## src/design/lfs_pkg.sv

```systemverilog
package lfs_pkg;
  // read addresses of the two status registers
  localparam logic [7:0] ADDR_STATUS0 = 8'h00;
  localparam logic [7:0] ADDR_STATUS1 = 8'h01;

  // fault_status_zero bit positions
  localparam int S0_DIS1 = 0;
  localparam int S0_DIS2 = 1;
  localparam int S0_OC1  = 2;
  localparam int S0_OC2  = 3;
  localparam int S0_PNG1 = 4;
  localparam int S0_PNG2 = 5;
  localparam int S0_UV   = 6;
  localparam int S0_TSD  = 7;

  // status register one bit positions
  localparam int S1_PUMP1  = 0;
  localparam int S1_PUMP2  = 1;
  localparam int S1_TONE1  = 2;
  localparam int S1_TONE2  = 3;
  localparam int S1_EPF    = 4;
  localparam int S1_TRIM   = 5;
  localparam int S1_BOOST1 = 6;
  localparam int S1_BOOST2 = 7;

  localparam logic [7:0] STATUS_RESET = 8'h00;
  localparam logic [1:0] DIS_RESET    = 2'h3;

  // timing; clock is 20 MHz
  localparam int CLK_KHZ    = 20000;
  localparam int RETRY_MS   = 1000;
  localparam int EPF_D1_US  = 11500;
  localparam int EPF_D2_US  = 46000;
  localparam int EPF_D3_US  = 92000;
  localparam int TDIS_US    = 1000;
  localparam int CNT_W      = 25;
  localparam logic [CNT_W-1:0] CNT_ZERO = 25'h0000000;
  localparam logic [CNT_W-1:0] CNT_ONE  = 25'h0000001;

  // fail delay select codes
  localparam logic [1:0] EPF_SEL_NONE = 2'h0;
  localparam logic [1:0] EPF_SEL_D1   = 2'h1;
  localparam logic [1:0] EPF_SEL_D2   = 2'h2;
  localparam logic [1:0] EPF_SEL_D3   = 2'h3;
endpackage

```

## src/design/lfs_hold_timer.sv

```systemverilog
`timescale 1ns/1ps
// counts while run_i holds; done_o pulses when the count reaches limit_i,
// then the count restarts so a steady run gives a periodic pulse
module lfs_hold_timer (
  input  wire logic                      clk_sys_i,
  input  wire logic                      rst_n_i,
  input  wire logic                      run_i,
  input  wire logic [lfs_pkg::CNT_W-1:0] limit_i,
  output wire logic                      done_o
);
  logic [lfs_pkg::CNT_W-1:0] cnt_r;
  logic [lfs_pkg::CNT_W-1:0] cnt_nxt;

  assign done_o  = run_i && (cnt_r == limit_i);
  assign cnt_nxt = (!run_i || done_o) ? lfs_pkg::CNT_ZERO : cnt_r + lfs_pkg::CNT_ONE;

  always_ff @(posedge clk_sys_i or negedge rst_n_i)
  begin
    if (!rst_n_i)
      cnt_r <= lfs_pkg::CNT_ZERO;
    else
      cnt_r <= cnt_nxt;
  end

  count_bound_a: assert property (@(posedge clk_sys_i) disable iff (!rst_n_i)
    run_i |-> cnt_r <= limit_i)
    else $error("hold timer ran past its limit");
endmodule

```

## src/design/lfs_fault_status.sv

```systemverilog
`timescale 1ns/1ps
module lfs_fault_status #(
  parameter logic [lfs_pkg::CNT_W-1:0] TDIS_CYC   =
    lfs_pkg::CNT_W'(lfs_pkg::TDIS_US * lfs_pkg::CLK_KHZ / 1000),
  parameter logic [lfs_pkg::CNT_W-1:0] RETRY_CYC  =
    lfs_pkg::CNT_W'(lfs_pkg::RETRY_MS * lfs_pkg::CLK_KHZ),
  parameter logic [lfs_pkg::CNT_W-1:0] EPF_D1_CYC =
    lfs_pkg::CNT_W'(lfs_pkg::EPF_D1_US * lfs_pkg::CLK_KHZ / 1000),
  parameter logic [lfs_pkg::CNT_W-1:0] EPF_D2_CYC =
    lfs_pkg::CNT_W'(lfs_pkg::EPF_D2_US * lfs_pkg::CLK_KHZ / 1000),
  parameter logic [lfs_pkg::CNT_W-1:0] EPF_D3_CYC =
    lfs_pkg::CNT_W'(lfs_pkg::EPF_D3_US * lfs_pkg::CLK_KHZ / 1000)
) (
  input  wire logic       clk_sys_i,
  input  wire logic       rst_n_i,
  // completed host read of one status register
  input  wire logic       read_done_i,
  input  wire logic [7:0] read_addr_i,
  output logic      [7:0] read_data_o,
  // control settings
  input  wire logic [1:0] channel_enable_i,
  input  wire logic [1:0] tone_control_i,
  input  wire logic       restart_mode_i,
  input  wire logic       fail_delay_bit0_i,
  input  wire logic       fail_delay_bit1_i,
  input  wire logic       trim_lock_i,
  // comparator levels
  input  wire logic       vin_low_i,
  input  wire logic       vreg_low_i,
  input  wire logic       vin_above_9v_i,
  input  wire logic [1:0] over_limit_i,
  input  wire logic       overtemp_i,
  input  wire logic [1:0] pump_voltage_low_i,
  input  wire logic [1:0] out_dev9_i,
  input  wire logic [1:0] out_within5_i,
  input  wire logic [1:0] tone_detect_tx_i,
  input  wire logic [1:0] tone_detect_rx_i,
  input  wire logic [1:0] boost_above_hi_i,
  input  wire logic [1:0] boost_below_lo_i,
  input  wire logic       fail_below_i,
  input  wire logic       fail_above_hys_i,
  // results
  output wire logic [1:0] channel_out_en_o,
  output wire logic       irq_n_o,
  output wire logic [7:0] fault_status_zero_o,
  output wire logic [7:0] fault_status_one_o
);
  logic       undervoltage_flag_r;
  logic       undervoltage_flag_nxt;
  logic [1:0] overcurrent_flag_r;
  logic [1:0] overcurrent_flag_nxt;
  logic       thermal_shutdown_flag_r;
  logic       thermal_shutdown_flag_nxt;
  logic       early_power_fail_r;
  logic       early_power_fail_nxt;
  logic       fail_ack_r;
  logic       fail_ack_nxt;
  logic [1:0] output_disabled_r;
  logic [1:0] output_disabled_nxt;
  logic [1:0] rearm_r;
  logic [1:0] rearm_nxt;
  logic [1:0] power_not_good_r;
  logic [1:0] power_not_good_nxt;
  logic [1:0] pump_ok_r;
  logic [1:0] tone_seen_r;
  logic [1:0] tone_seen_nxt;
  logic [1:0] boost_high_r;
  logic [1:0] boost_high_nxt;
  logic       irq_r;
  logic       irq_nxt;
  logic [7:0] read_data_nxt;

  logic                      read0;
  logic                      read1;
  logic                      uv_now;
  logic [1:0]                oc_trip;
  logic                      retry_tick;
  logic                      fail_delay_done;
  logic                      fail_delay_run;
  logic [1:0]                fail_delay_sel;
  logic [lfs_pkg::CNT_W-1:0] fail_delay_cyc;
  logic                      oc_clear_ok;
  logic                      tsd_clear_ok;
  logic [1:0]                chan_fault;
  logic                      irq_event;
  logic                      pending_nxt;

  assign read0 = read_done_i && (read_addr_i == lfs_pkg::ADDR_STATUS0);
  assign read1 = read_done_i && (read_addr_i == lfs_pkg::ADDR_STATUS1);

  // overcurrent qualification, one timer per channel
  for (genvar ch = 0; ch < 2; ch++)
  begin : g_oc
    lfs_hold_timer u_oc_timer (
      .clk_sys_i (clk_sys_i),
      .rst_n_i   (rst_n_i),
      .run_i     (over_limit_i[ch]),
      .limit_i   (TDIS_CYC),
      .done_o    (oc_trip[ch])
    );
  end

  // free-running retry tick, only while auto-retry is chosen
  lfs_hold_timer u_retry_timer (
    .clk_sys_i (clk_sys_i),
    .rst_n_i   (rst_n_i),
    .run_i     (restart_mode_i),
    .limit_i   (RETRY_CYC),
    .done_o    (retry_tick)
  );

  // fail recovery delay
  assign fail_delay_sel = {fail_delay_bit1_i, fail_delay_bit0_i};
  assign fail_delay_cyc =
    (fail_delay_sel == lfs_pkg::EPF_SEL_D1) ? EPF_D1_CYC :
    (fail_delay_sel == lfs_pkg::EPF_SEL_D2) ? EPF_D2_CYC :
    (fail_delay_sel == lfs_pkg::EPF_SEL_D3) ? EPF_D3_CYC : lfs_pkg::CNT_ZERO;
  // delay restarts whenever the input sags again before it expires
  assign fail_delay_run = early_power_fail_r && fail_above_hys_i && !fail_below_i;

  lfs_hold_timer u_fail_timer (
    .clk_sys_i (clk_sys_i),
    .rst_n_i   (rst_n_i),
    .run_i     (fail_delay_run),
    .limit_i   (fail_delay_cyc),
    .done_o    (fail_delay_done)
  );

  // undervoltage: set wins over a same-cycle clearing read
  assign uv_now = vin_low_i || vreg_low_i;
  assign undervoltage_flag_nxt = uv_now ||
    (undervoltage_flag_r && !(read0 && vin_above_9v_i));

  // overcurrent and thermal: auto-retry tick or clearing read
  assign oc_clear_ok  = restart_mode_i ? retry_tick : read0;
  assign tsd_clear_ok = restart_mode_i ? retry_tick : read0;
  assign overcurrent_flag_nxt = oc_trip |
    (overcurrent_flag_r & ~({2{oc_clear_ok}} & ~over_limit_i));
  assign thermal_shutdown_flag_nxt = overtemp_i ||
    (thermal_shutdown_flag_r && !(tsd_clear_ok && !overtemp_i));

  // fail bit: needs the read and the elapsed delay
  assign fail_ack_nxt = early_power_fail_r && (fail_ack_r || read1) && !fail_below_i;
  assign early_power_fail_nxt = fail_below_i ||
    (early_power_fail_r && !(fail_delay_done && fail_ack_r));

  // output-disabled per channel
  assign chan_fault = {2{undervoltage_flag_r || thermal_shutdown_flag_r}}
                    | overcurrent_flag_r | pump_voltage_low_i;
  // latch mode wants the host to toggle enable; auto-retry re-enables itself
  assign rearm_nxt = output_disabled_r & (rearm_r | ~channel_enable_i);
  assign output_disabled_nxt = ~channel_enable_i | chan_fault |
    (output_disabled_r & ~({2{restart_mode_i}} | rearm_r));
  assign channel_out_en_o = ~output_disabled_r;

  // live bits
  assign power_not_good_nxt =
    (channel_enable_i & out_dev9_i) |
    (power_not_good_r & ~(channel_enable_i & out_within5_i & ~out_dev9_i));
  assign tone_seen_nxt = (tone_control_i & tone_detect_tx_i) |
                         (~tone_control_i & tone_detect_rx_i);
  assign boost_high_nxt = boost_above_hi_i |
                          (boost_high_r & ~boost_below_lo_i);

  // interrupt: only the four interrupting faults take part
  assign irq_event = (uv_now && !undervoltage_flag_r) ||
                     (|(oc_trip & ~overcurrent_flag_r)) ||
                     (overtemp_i && !thermal_shutdown_flag_r) ||
                     (fail_below_i && !early_power_fail_r);
  assign pending_nxt = undervoltage_flag_nxt || (|overcurrent_flag_nxt) ||
                       thermal_shutdown_flag_nxt || early_power_fail_nxt;
  assign irq_nxt = irq_event ||
                   (irq_r && !((read0 || read1) && !pending_nxt));
  assign irq_n_o = !(irq_r || undervoltage_flag_r);

  // register images
  assign fault_status_zero_o = {thermal_shutdown_flag_r, undervoltage_flag_r,
                                power_not_good_r, overcurrent_flag_r, output_disabled_r};
  assign fault_status_one_o  = {boost_high_r, trim_lock_i, early_power_fail_r,
                                tone_seen_r, pump_ok_r};
  // read data shows the image before the read's own clearing
  assign read_data_nxt = read0 ? fault_status_zero_o :
                         read1 ? fault_status_one_o  :
                         read_done_i ? lfs_pkg::STATUS_RESET : read_data_o;

  always_ff @(posedge clk_sys_i or negedge rst_n_i)
  begin
    if (!rst_n_i)
    begin
      undervoltage_flag_r     <= 1'b0;
      overcurrent_flag_r      <= 2'h0;
      thermal_shutdown_flag_r <= 1'b0;
      early_power_fail_r      <= 1'b0;
      fail_ack_r              <= 1'b0;
      irq_r                   <= 1'b0;
    end
    else
    begin
      undervoltage_flag_r     <= undervoltage_flag_nxt;
      overcurrent_flag_r      <= overcurrent_flag_nxt;
      thermal_shutdown_flag_r <= thermal_shutdown_flag_nxt;
      early_power_fail_r      <= early_power_fail_nxt;
      fail_ack_r              <= fail_ack_nxt;
      irq_r                   <= irq_nxt;
    end
  end

  // channels come out of reset disabled until enabled
  always_ff @(posedge clk_sys_i or negedge rst_n_i)
  begin
    if (!rst_n_i)
    begin
      output_disabled_r <= lfs_pkg::DIS_RESET;
      rearm_r           <= 2'h0;
      power_not_good_r  <= 2'h0;
      pump_ok_r         <= 2'h0;
      tone_seen_r       <= 2'h0;
      boost_high_r      <= 2'h0;
      read_data_o       <= lfs_pkg::STATUS_RESET;
    end
    else
    begin
      output_disabled_r <= output_disabled_nxt;
      rearm_r           <= rearm_nxt;
      power_not_good_r  <= power_not_good_nxt;
      pump_ok_r         <= ~pump_voltage_low_i;
      tone_seen_r       <= tone_seen_nxt;
      boost_high_r      <= boost_high_nxt;
      read_data_o       <= read_data_nxt;
    end
  end

  uv_forces_off_a: assert property (@(posedge clk_sys_i) disable iff (!rst_n_i)
    undervoltage_flag_r |-> (!irq_n_o ##1 (output_disabled_r == 2'h3)))
    else $error("undervoltage did not force interrupt and disables");

  uv_clear_cause_a: assert property (@(posedge clk_sys_i) disable iff (!rst_n_i)
    $fell(undervoltage_flag_r) |-> $past(read0 && vin_above_9v_i && !uv_now))
    else $error("undervoltage cleared without a qualifying read");

  dis_follows_en_a: assert property (@(posedge clk_sys_i) disable iff (!rst_n_i)
    !channel_enable_i[0] |=> output_disabled_r[0] && !channel_out_en_o[0])
    else $error("channel one not disabled while enable is low");

  oc_qualify_a: assert property (@(posedge clk_sys_i) disable iff (!rst_n_i)
    $rose(overcurrent_flag_r[0]) |-> $past(over_limit_i[0]) ##1 output_disabled_r[0])
    else $error("overcurrent set without qualified current or disable");

  tone_select_a: assert property (@(posedge clk_sys_i) disable iff (!rst_n_i)
    tone_control_i[1] |=> tone_seen_r[1] == $past(tone_detect_tx_i[1]))
    else $error("transmit tone threshold not used");

  tsd_disables_a: assert property (@(posedge clk_sys_i) disable iff (!rst_n_i)
    overtemp_i |=> thermal_shutdown_flag_r ##1 (output_disabled_r == 2'h3))
    else $error("thermal shutdown did not disable both channels");

  fail_irq_a: assert property (@(posedge clk_sys_i) disable iff (!rst_n_i)
    fail_below_i |=> early_power_fail_r && !irq_n_o)
    else $error("fail input low did not set bit and interrupt");

  oc_latch_hold_a: assert property (@(posedge clk_sys_i) disable iff (!rst_n_i)
    !restart_mode_i && overcurrent_flag_r[1] && !read0 |=> overcurrent_flag_r[1])
    else $error("latched overcurrent cleared without a read");

  boost_track_a: assert property (@(posedge clk_sys_i) disable iff (!rst_n_i)
    boost_above_hi_i[0] ##1 (boost_below_lo_i[0] && !boost_above_hi_i[0])
      |=> !boost_high_r[0])
    else $error("boost-high did not follow its thresholds");

  irq_release_a: assert property (@(posedge clk_sys_i) disable iff (!rst_n_i)
    $rose(irq_n_o) |-> $past(read_done_i) || $past(undervoltage_flag_r))
    else $error("interrupt released without a status read");

  dis_clear_a: assert property (@(posedge clk_sys_i) disable iff (!rst_n_i)
    $fell(output_disabled_r[0]) |-> $past(channel_enable_i[0] && !chan_fault[0]))
    else $error("channel one re-enabled with a fault or enable low");

  pump_low_off_a: assert property (@(posedge clk_sys_i) disable iff (!rst_n_i)
    pump_voltage_low_i[1] |=> !pump_ok_r[1] && output_disabled_r[1])
    else $error("low pump voltage did not clear pump-ok and disable");

  png_set_a: assert property (@(posedge clk_sys_i) disable iff (!rst_n_i)
    channel_enable_i[0] && out_dev9_i[0] |=> power_not_good_r[0])
    else $error("power-not-good not set on large deviation");

  png_hold_a: assert property (@(posedge clk_sys_i) disable iff (!rst_n_i)
    !channel_enable_i[1] |=> power_not_good_r[1] == $past(power_not_good_r[1]))
    else $error("power-not-good changed while channel disabled");

  tone_rx_a: assert property (@(posedge clk_sys_i) disable iff (!rst_n_i)
    !tone_control_i[0] |=> tone_seen_r[0] == $past(tone_detect_rx_i[0]))
    else $error("receive tone threshold not used");

  boost_set_a: assert property (@(posedge clk_sys_i) disable iff (!rst_n_i)
    boost_above_hi_i[0] |=> boost_high_r[0])
    else $error("boost-high not set above upper threshold");

  live_no_irq_a: assert property (@(posedge clk_sys_i) disable iff (!rst_n_i)
    $fell(irq_n_o) |-> $past(uv_now || (|oc_trip) || overtemp_i || fail_below_i))
    else $error("interrupt raised by a non-interrupting condition");

  fail_delay_a: assert property (@(posedge clk_sys_i) disable iff (!rst_n_i)
    $fell(early_power_fail_r) |-> $past(fail_delay_done && fail_ack_r && !fail_below_i))
    else $error("fail bit cleared before read and delay");

  retry_clear_a: assert property (@(posedge clk_sys_i) disable iff (!rst_n_i)
    restart_mode_i && retry_tick && !overtemp_i |=> !thermal_shutdown_flag_r)
    else $error("retry tick did not clear thermal shutdown");

  oc_read_clear_a: assert property (@(posedge clk_sys_i) disable iff (!rst_n_i)
    read0 && !restart_mode_i && !over_limit_i[0] && !oc_trip[0] |=> !overcurrent_flag_r[0])
    else $error("read did not clear a removed overcurrent");

  read_zero_a: assert property (@(posedge clk_sys_i) disable iff (!rst_n_i)
    read0 |=> read_data_o == $past(fault_status_zero_o))
    else $error("status zero read returned wrong image");

  read_one_a: assert property (@(posedge clk_sys_i) disable iff (!rst_n_i)
    read1 |=> read_data_o == $past(fault_status_one_o))
    else $error("status one read returned wrong image");

  irq_hold_a: assert property (@(posedge clk_sys_i) disable iff (!rst_n_i)
    irq_r && pending_nxt |=> irq_r)
    else $error("interrupt released with a fault still pending");
endmodule

```

## config.mk

```make
export PLATFORM = sky130hd
export DESIGN_NAME = lfs_fault_status
export DESIGN_NICKNAME = d
export VERILOG_FILES = /design/src/design/lfs_pkg.sv /design/src/design/lfs_hold_timer.sv /design/src/design/lfs_fault_status.sv
export SDC_FILE = /design/constraint.sdc
export NUM_CORES = 1
export LEC_CHECK = 0
export BUFFER_PORTS_ARGS = -buffer_cell sky130_fd_sc_hd__clkbuf_2
export CORE_MARGIN = 8
export CORE_UTILIZATION = 55
export DETAILED_ROUTE_END_ITERATION = 10
export PLACE_DENSITY_LB_ADDON = 0.12
export SLEW_MARGIN = 20
export SYNTH_ARGS = -nofsm -noshare
export SYNTH_HDL_FRONTEND = slang
export SYNTH_SLANG_ARGS = --single-unit
```

## constraint.sdc

```tcl
create_clock -name clk_sys_i -period 4.5 [get_ports clk_sys_i]
set_input_delay 0.225 -clock clk_sys_i [delete_from_list [all_inputs] [get_ports clk_sys_i]]
set_output_delay 0.225 -clock clk_sys_i [all_outputs]
set_load 0.05 [all_outputs]
```

==> results.cfg <==
[grt]
antenna_found_initial = 0
grt_max_degree = 63
grt_pass1_vias = 4859
grt_overflow_total = 0
track_usage_pct = 19.5
grt_pass1_wl_mm = 23.5

[route]
via_count = 4958
vias_per_cell = 5.58
wirelength_mm = 14.0
detail_route.wl_per_cell_um = 15.8
drtIter0Drc = 400
ant_nets = 0
first_pass_iters = 5
remaining_drc_errors = 0

[clocking]
cts-root-buf = clkbuf_16
cts_tree = yes
ctsResizeCount = 0
clk_pin_slew_ns = 0.05
clock_path_buffers = 2
cts.htree.levels = 4
cts.sinks = 127
post-cts-setup-buffers = 0
clk_latency_ns = 0.41
cts_buffers = 17
postCtsHoldBufs = 5

[synth]
async_reset_ff_share_pct = 100
syn_avg_cell_area_um2 = 9.63
syn_area_um2 = 6390
synth-edff-count = 0
synth_cell_type_count = 54
ys_seq_elements = 127
synth-seq-area-share_pct = 49.8
synth_warnings = 0
synthCells = 663
dominantRegCellSynth = dfrtp_1
synthesis.nets = 716

[critical_path]
crit_chain = inv_1 > ha_1 > nor4b_1 > o211ai_1 > a2111oi_2 > nand4b_1 > nor2_1
crit_path_max_fanout = 25
cp-start-kind = register
critPathRequiredTime_ns = 4.75
end_kind = register
cp_top_family = simple AND/OR/NAND/NOR gates
r2r_slack_ns = 2.00
cp.buffers_inverters = 1
critPathKind = reg -> reg
crit_arrival_ns = 2.75
critPathMaxStageDelay_ns = 0.78
critPathSlowestCell = nand4b_1

[pwr]
power.leakage_nw = 3.31
powerDensity_nw_per_um2 = 355
p_total_mw = 2.64
peakVddDrop_v = 0.000299

[sta]
grt_setup_unrepaired = no
slew_viol_final = 0
setup_viol = 0
tightest_slew_ns = 1.05
clock_skew_ns = 0.00460
max_slew_margin_pct = 29.4
period_needed_ns = 2.50
fmax_mhz = 401
final-hold-violation-count = 0
holdWs_ns = 0.0315
tns_ns = 0
period_share_pct = 55.4

[cells_and_area]
nFillCells = 910
drive_above_1_share_pct = 14.6
layout.nets = 788
antennaDiodeCount = 0
syn2layout_area_growth_pct = 16.6
final_util_pct = 65.5

[placed_design]
place_congestion = 0.825
dp_hpwl_mm = 9.90
port_buffers = 67

[floorplan]
io_pins = 68
core_um2 = 11400
die_w_um = 124
die_h_um = 124
rows = 39
start_util_pct = 56.2
dieArea_um2 = 15300

[min_path]
hold_class = in -> reg

[flow_run]
drv_cap = 0

[outcome]
outcome = finished, final reports clean
cells by family (layout without fill, tap and decap cells):
kind of cell	count (synthesis)	count (layout)	synth area share (%)
AOI/OAI and AO/OA	61	61	6.03
xor gates and xnor gates	82	82	11.2
adders and majority gates	12	12	2.35
buffers and inverters	64	147	4.13
DFF	127	127	49.8
muxes	10	10	1.61
and+or+nand+nor	307	307	24.8
area by class of cell:
class	count	area (um^2)	area share (%)
multi-input cells	472	2940	39.5
well taps	143	179	2.40
inverters	42	158	2.12
clock buffers	24	492	6.61
repair buffers	75	410	5.51
flip-flops and latches	127	3180	42.7
clock inverters	6	82.6	1.11
synth_stat cells, types with 3 or more instances:
cell	instances	area [um^2]
clkbuf_1	11	41.3
mux2i_1	8	80.1
inv_1	42	158
nor3_1	7	35.0
nand2b_1	3	18.8
a21o_1	3	22.5
and3_1	17	106
ha_1	12	150
xor2_1	45	394
o22ai_1	9	56.3
nor3b_1	3	22.5
dfrtp_1	125	3130
xnor2_1	37	324
or3_1	16	100
nand3_1	43	215
nor2b_1	4	25.0
nand4_1	22	138
o21ai_0	17	85.1
nor4bb_1	3	30.0
nor4_1	11	68.8
buf_2	6	30.0
a21oi_1	15	75.1
nand2_1	39	146
and2_1	3	18.8
buf_4	4	30.0
nor2_1	110	413
nor4b_1	7	61.3
and4_1	7	61.3
a22o_1	3	26.3
final timing paths:
kind / startpoint / endpoint / cells past startpoint
max in group asynchronous: rst_n_i / output_disabled_r[1]$_DFF_PN1_ / 3
hold / removal: channel_enable_i[0] / rearm_r[0]$_DFF_PN0_ / 2
setup reg to reg: u_fail_timer.cnt_r[0]$_DFF_PN0_ / u_fail_timer.cnt_r[14]$_DFF_PN0_ / 7
setup / recovery: u_fail_timer.cnt_r[0]$_DFF_PN0_ / u_fail_timer.cnt_r[14]$_DFF_PN0_ / 7
min in group asynchronous: rst_n_i / g_oc[0].u_oc_timer.cnt_r[19]$_DFF_PN0_ / 2
hold reg to reg: rearm_r[1]$_DFF_PN0_ / output_disabled_r[1]$_DFF_PN1_ / 1
registers in the layout (all words and copies together) (netlist names):
name,count
early_power_fail_r,1
irq_r,1
output_disabled_r,2
overcurrent_flag_r,2
tone_seen_r,2
fail_ack_r,1
rearm_r,2
undervoltage_flag_r,1
read_data_o,8
u_fail_timer.cnt_r,25
u_retry_timer.cnt_r,25
power_not_good_r,2
g_oc.u_oc_timer.cnt_r,50
thermal_shutdown_flag_r,1
pump_ok_r,2
boost_high_r,2
placed cells by master (no fill, tap or decap), types with 3 or more instances in the layout:
| master | n |
|---|---|
| and4_1 | 7 |
| clkbuf_16 | 17 |
| nor3b_1 | 3 |
| dfrtp_1 | 125 |
| clkbuf_2 | 66 |
| clkbuf_1 | 3 |
| nand4_1 | 22 |
| or3_1 | 16 |
| nor4bb_1 | 3 |
| a21oi_1 | 15 |
| nor4b_1 | 7 |
| xnor2_1 | 37 |
| and2_1 | 3 |
| nor2_1 | 110 |
| dlygate4sd3_1 | 5 |
| xor2_1 | 45 |
| buf_4 | 4 |
| nor2b_1 | 4 |
| nand2b_1 | 3 |
| inv_1 | 42 |
| a22o_1 | 3 |
| a21o_1 | 3 |
| nand3_1 | 43 |
| nand2_1 | 39 |
| clkinv_2 | 3 |
| nor3_1 | 7 |
| o22ai_1 | 9 |
| and3_1 | 17 |
| clkbuf_8 | 4 |
| nor4_1 | 11 |
| ha_1 | 12 |
| mux2i_1 | 8 |
| o21ai_0 | 17 |
power breakdown:
| part | internal (mW) | leakage, nW | switching (mW) |
|---|---|---|---|
| registers | 1.16 | 1.70 | 0.0165 |
| clock network | 0.864 | 0.282 | 0.462 |
| logic | 0.0468 | 1.33 | 0.0976 |
| total | 2.07 | 3.31 | 0.576 |
per-layer routing:
layer | part of all wire (%) | global-route usage [%] | up-vias
met4 | 1.0 | 5.42 | 0
met5 | 0 | 0 | -
met1 | 47 | 25.8 | 2417
li1 | - | - | 2416
met3 | 5.1 | 5.98 | 11
met2 | 47 | 30.6 | 114
stage by stage:
step | worst slack, ns | instances | instance area (um^2)
2_1_floorplan | 2.45 | 663 | 6390
4_1_cts | 1.97 | 889 | 7440
3_5_place_dp | 1.94 | 854 | 6820
6_report | 2.00 | 889 | 7440
3_3_place_gp | 1.99 | 854 | 6820
5_1_grt | 1.75 | 889 | 7440
worst reg2reg max path, stage by stage, from the launching register on:
cell       delay [ns]
dfrtp_1          0.41
inv_1            0.07
ha_1             0.13
nor4b_1          0.24
o211ai_1         0.16
a2111oi_2        0.41
nand4b_1         0.78
nor2_1           0.13
No activity file was read; power rests on OpenSTA's default activity.
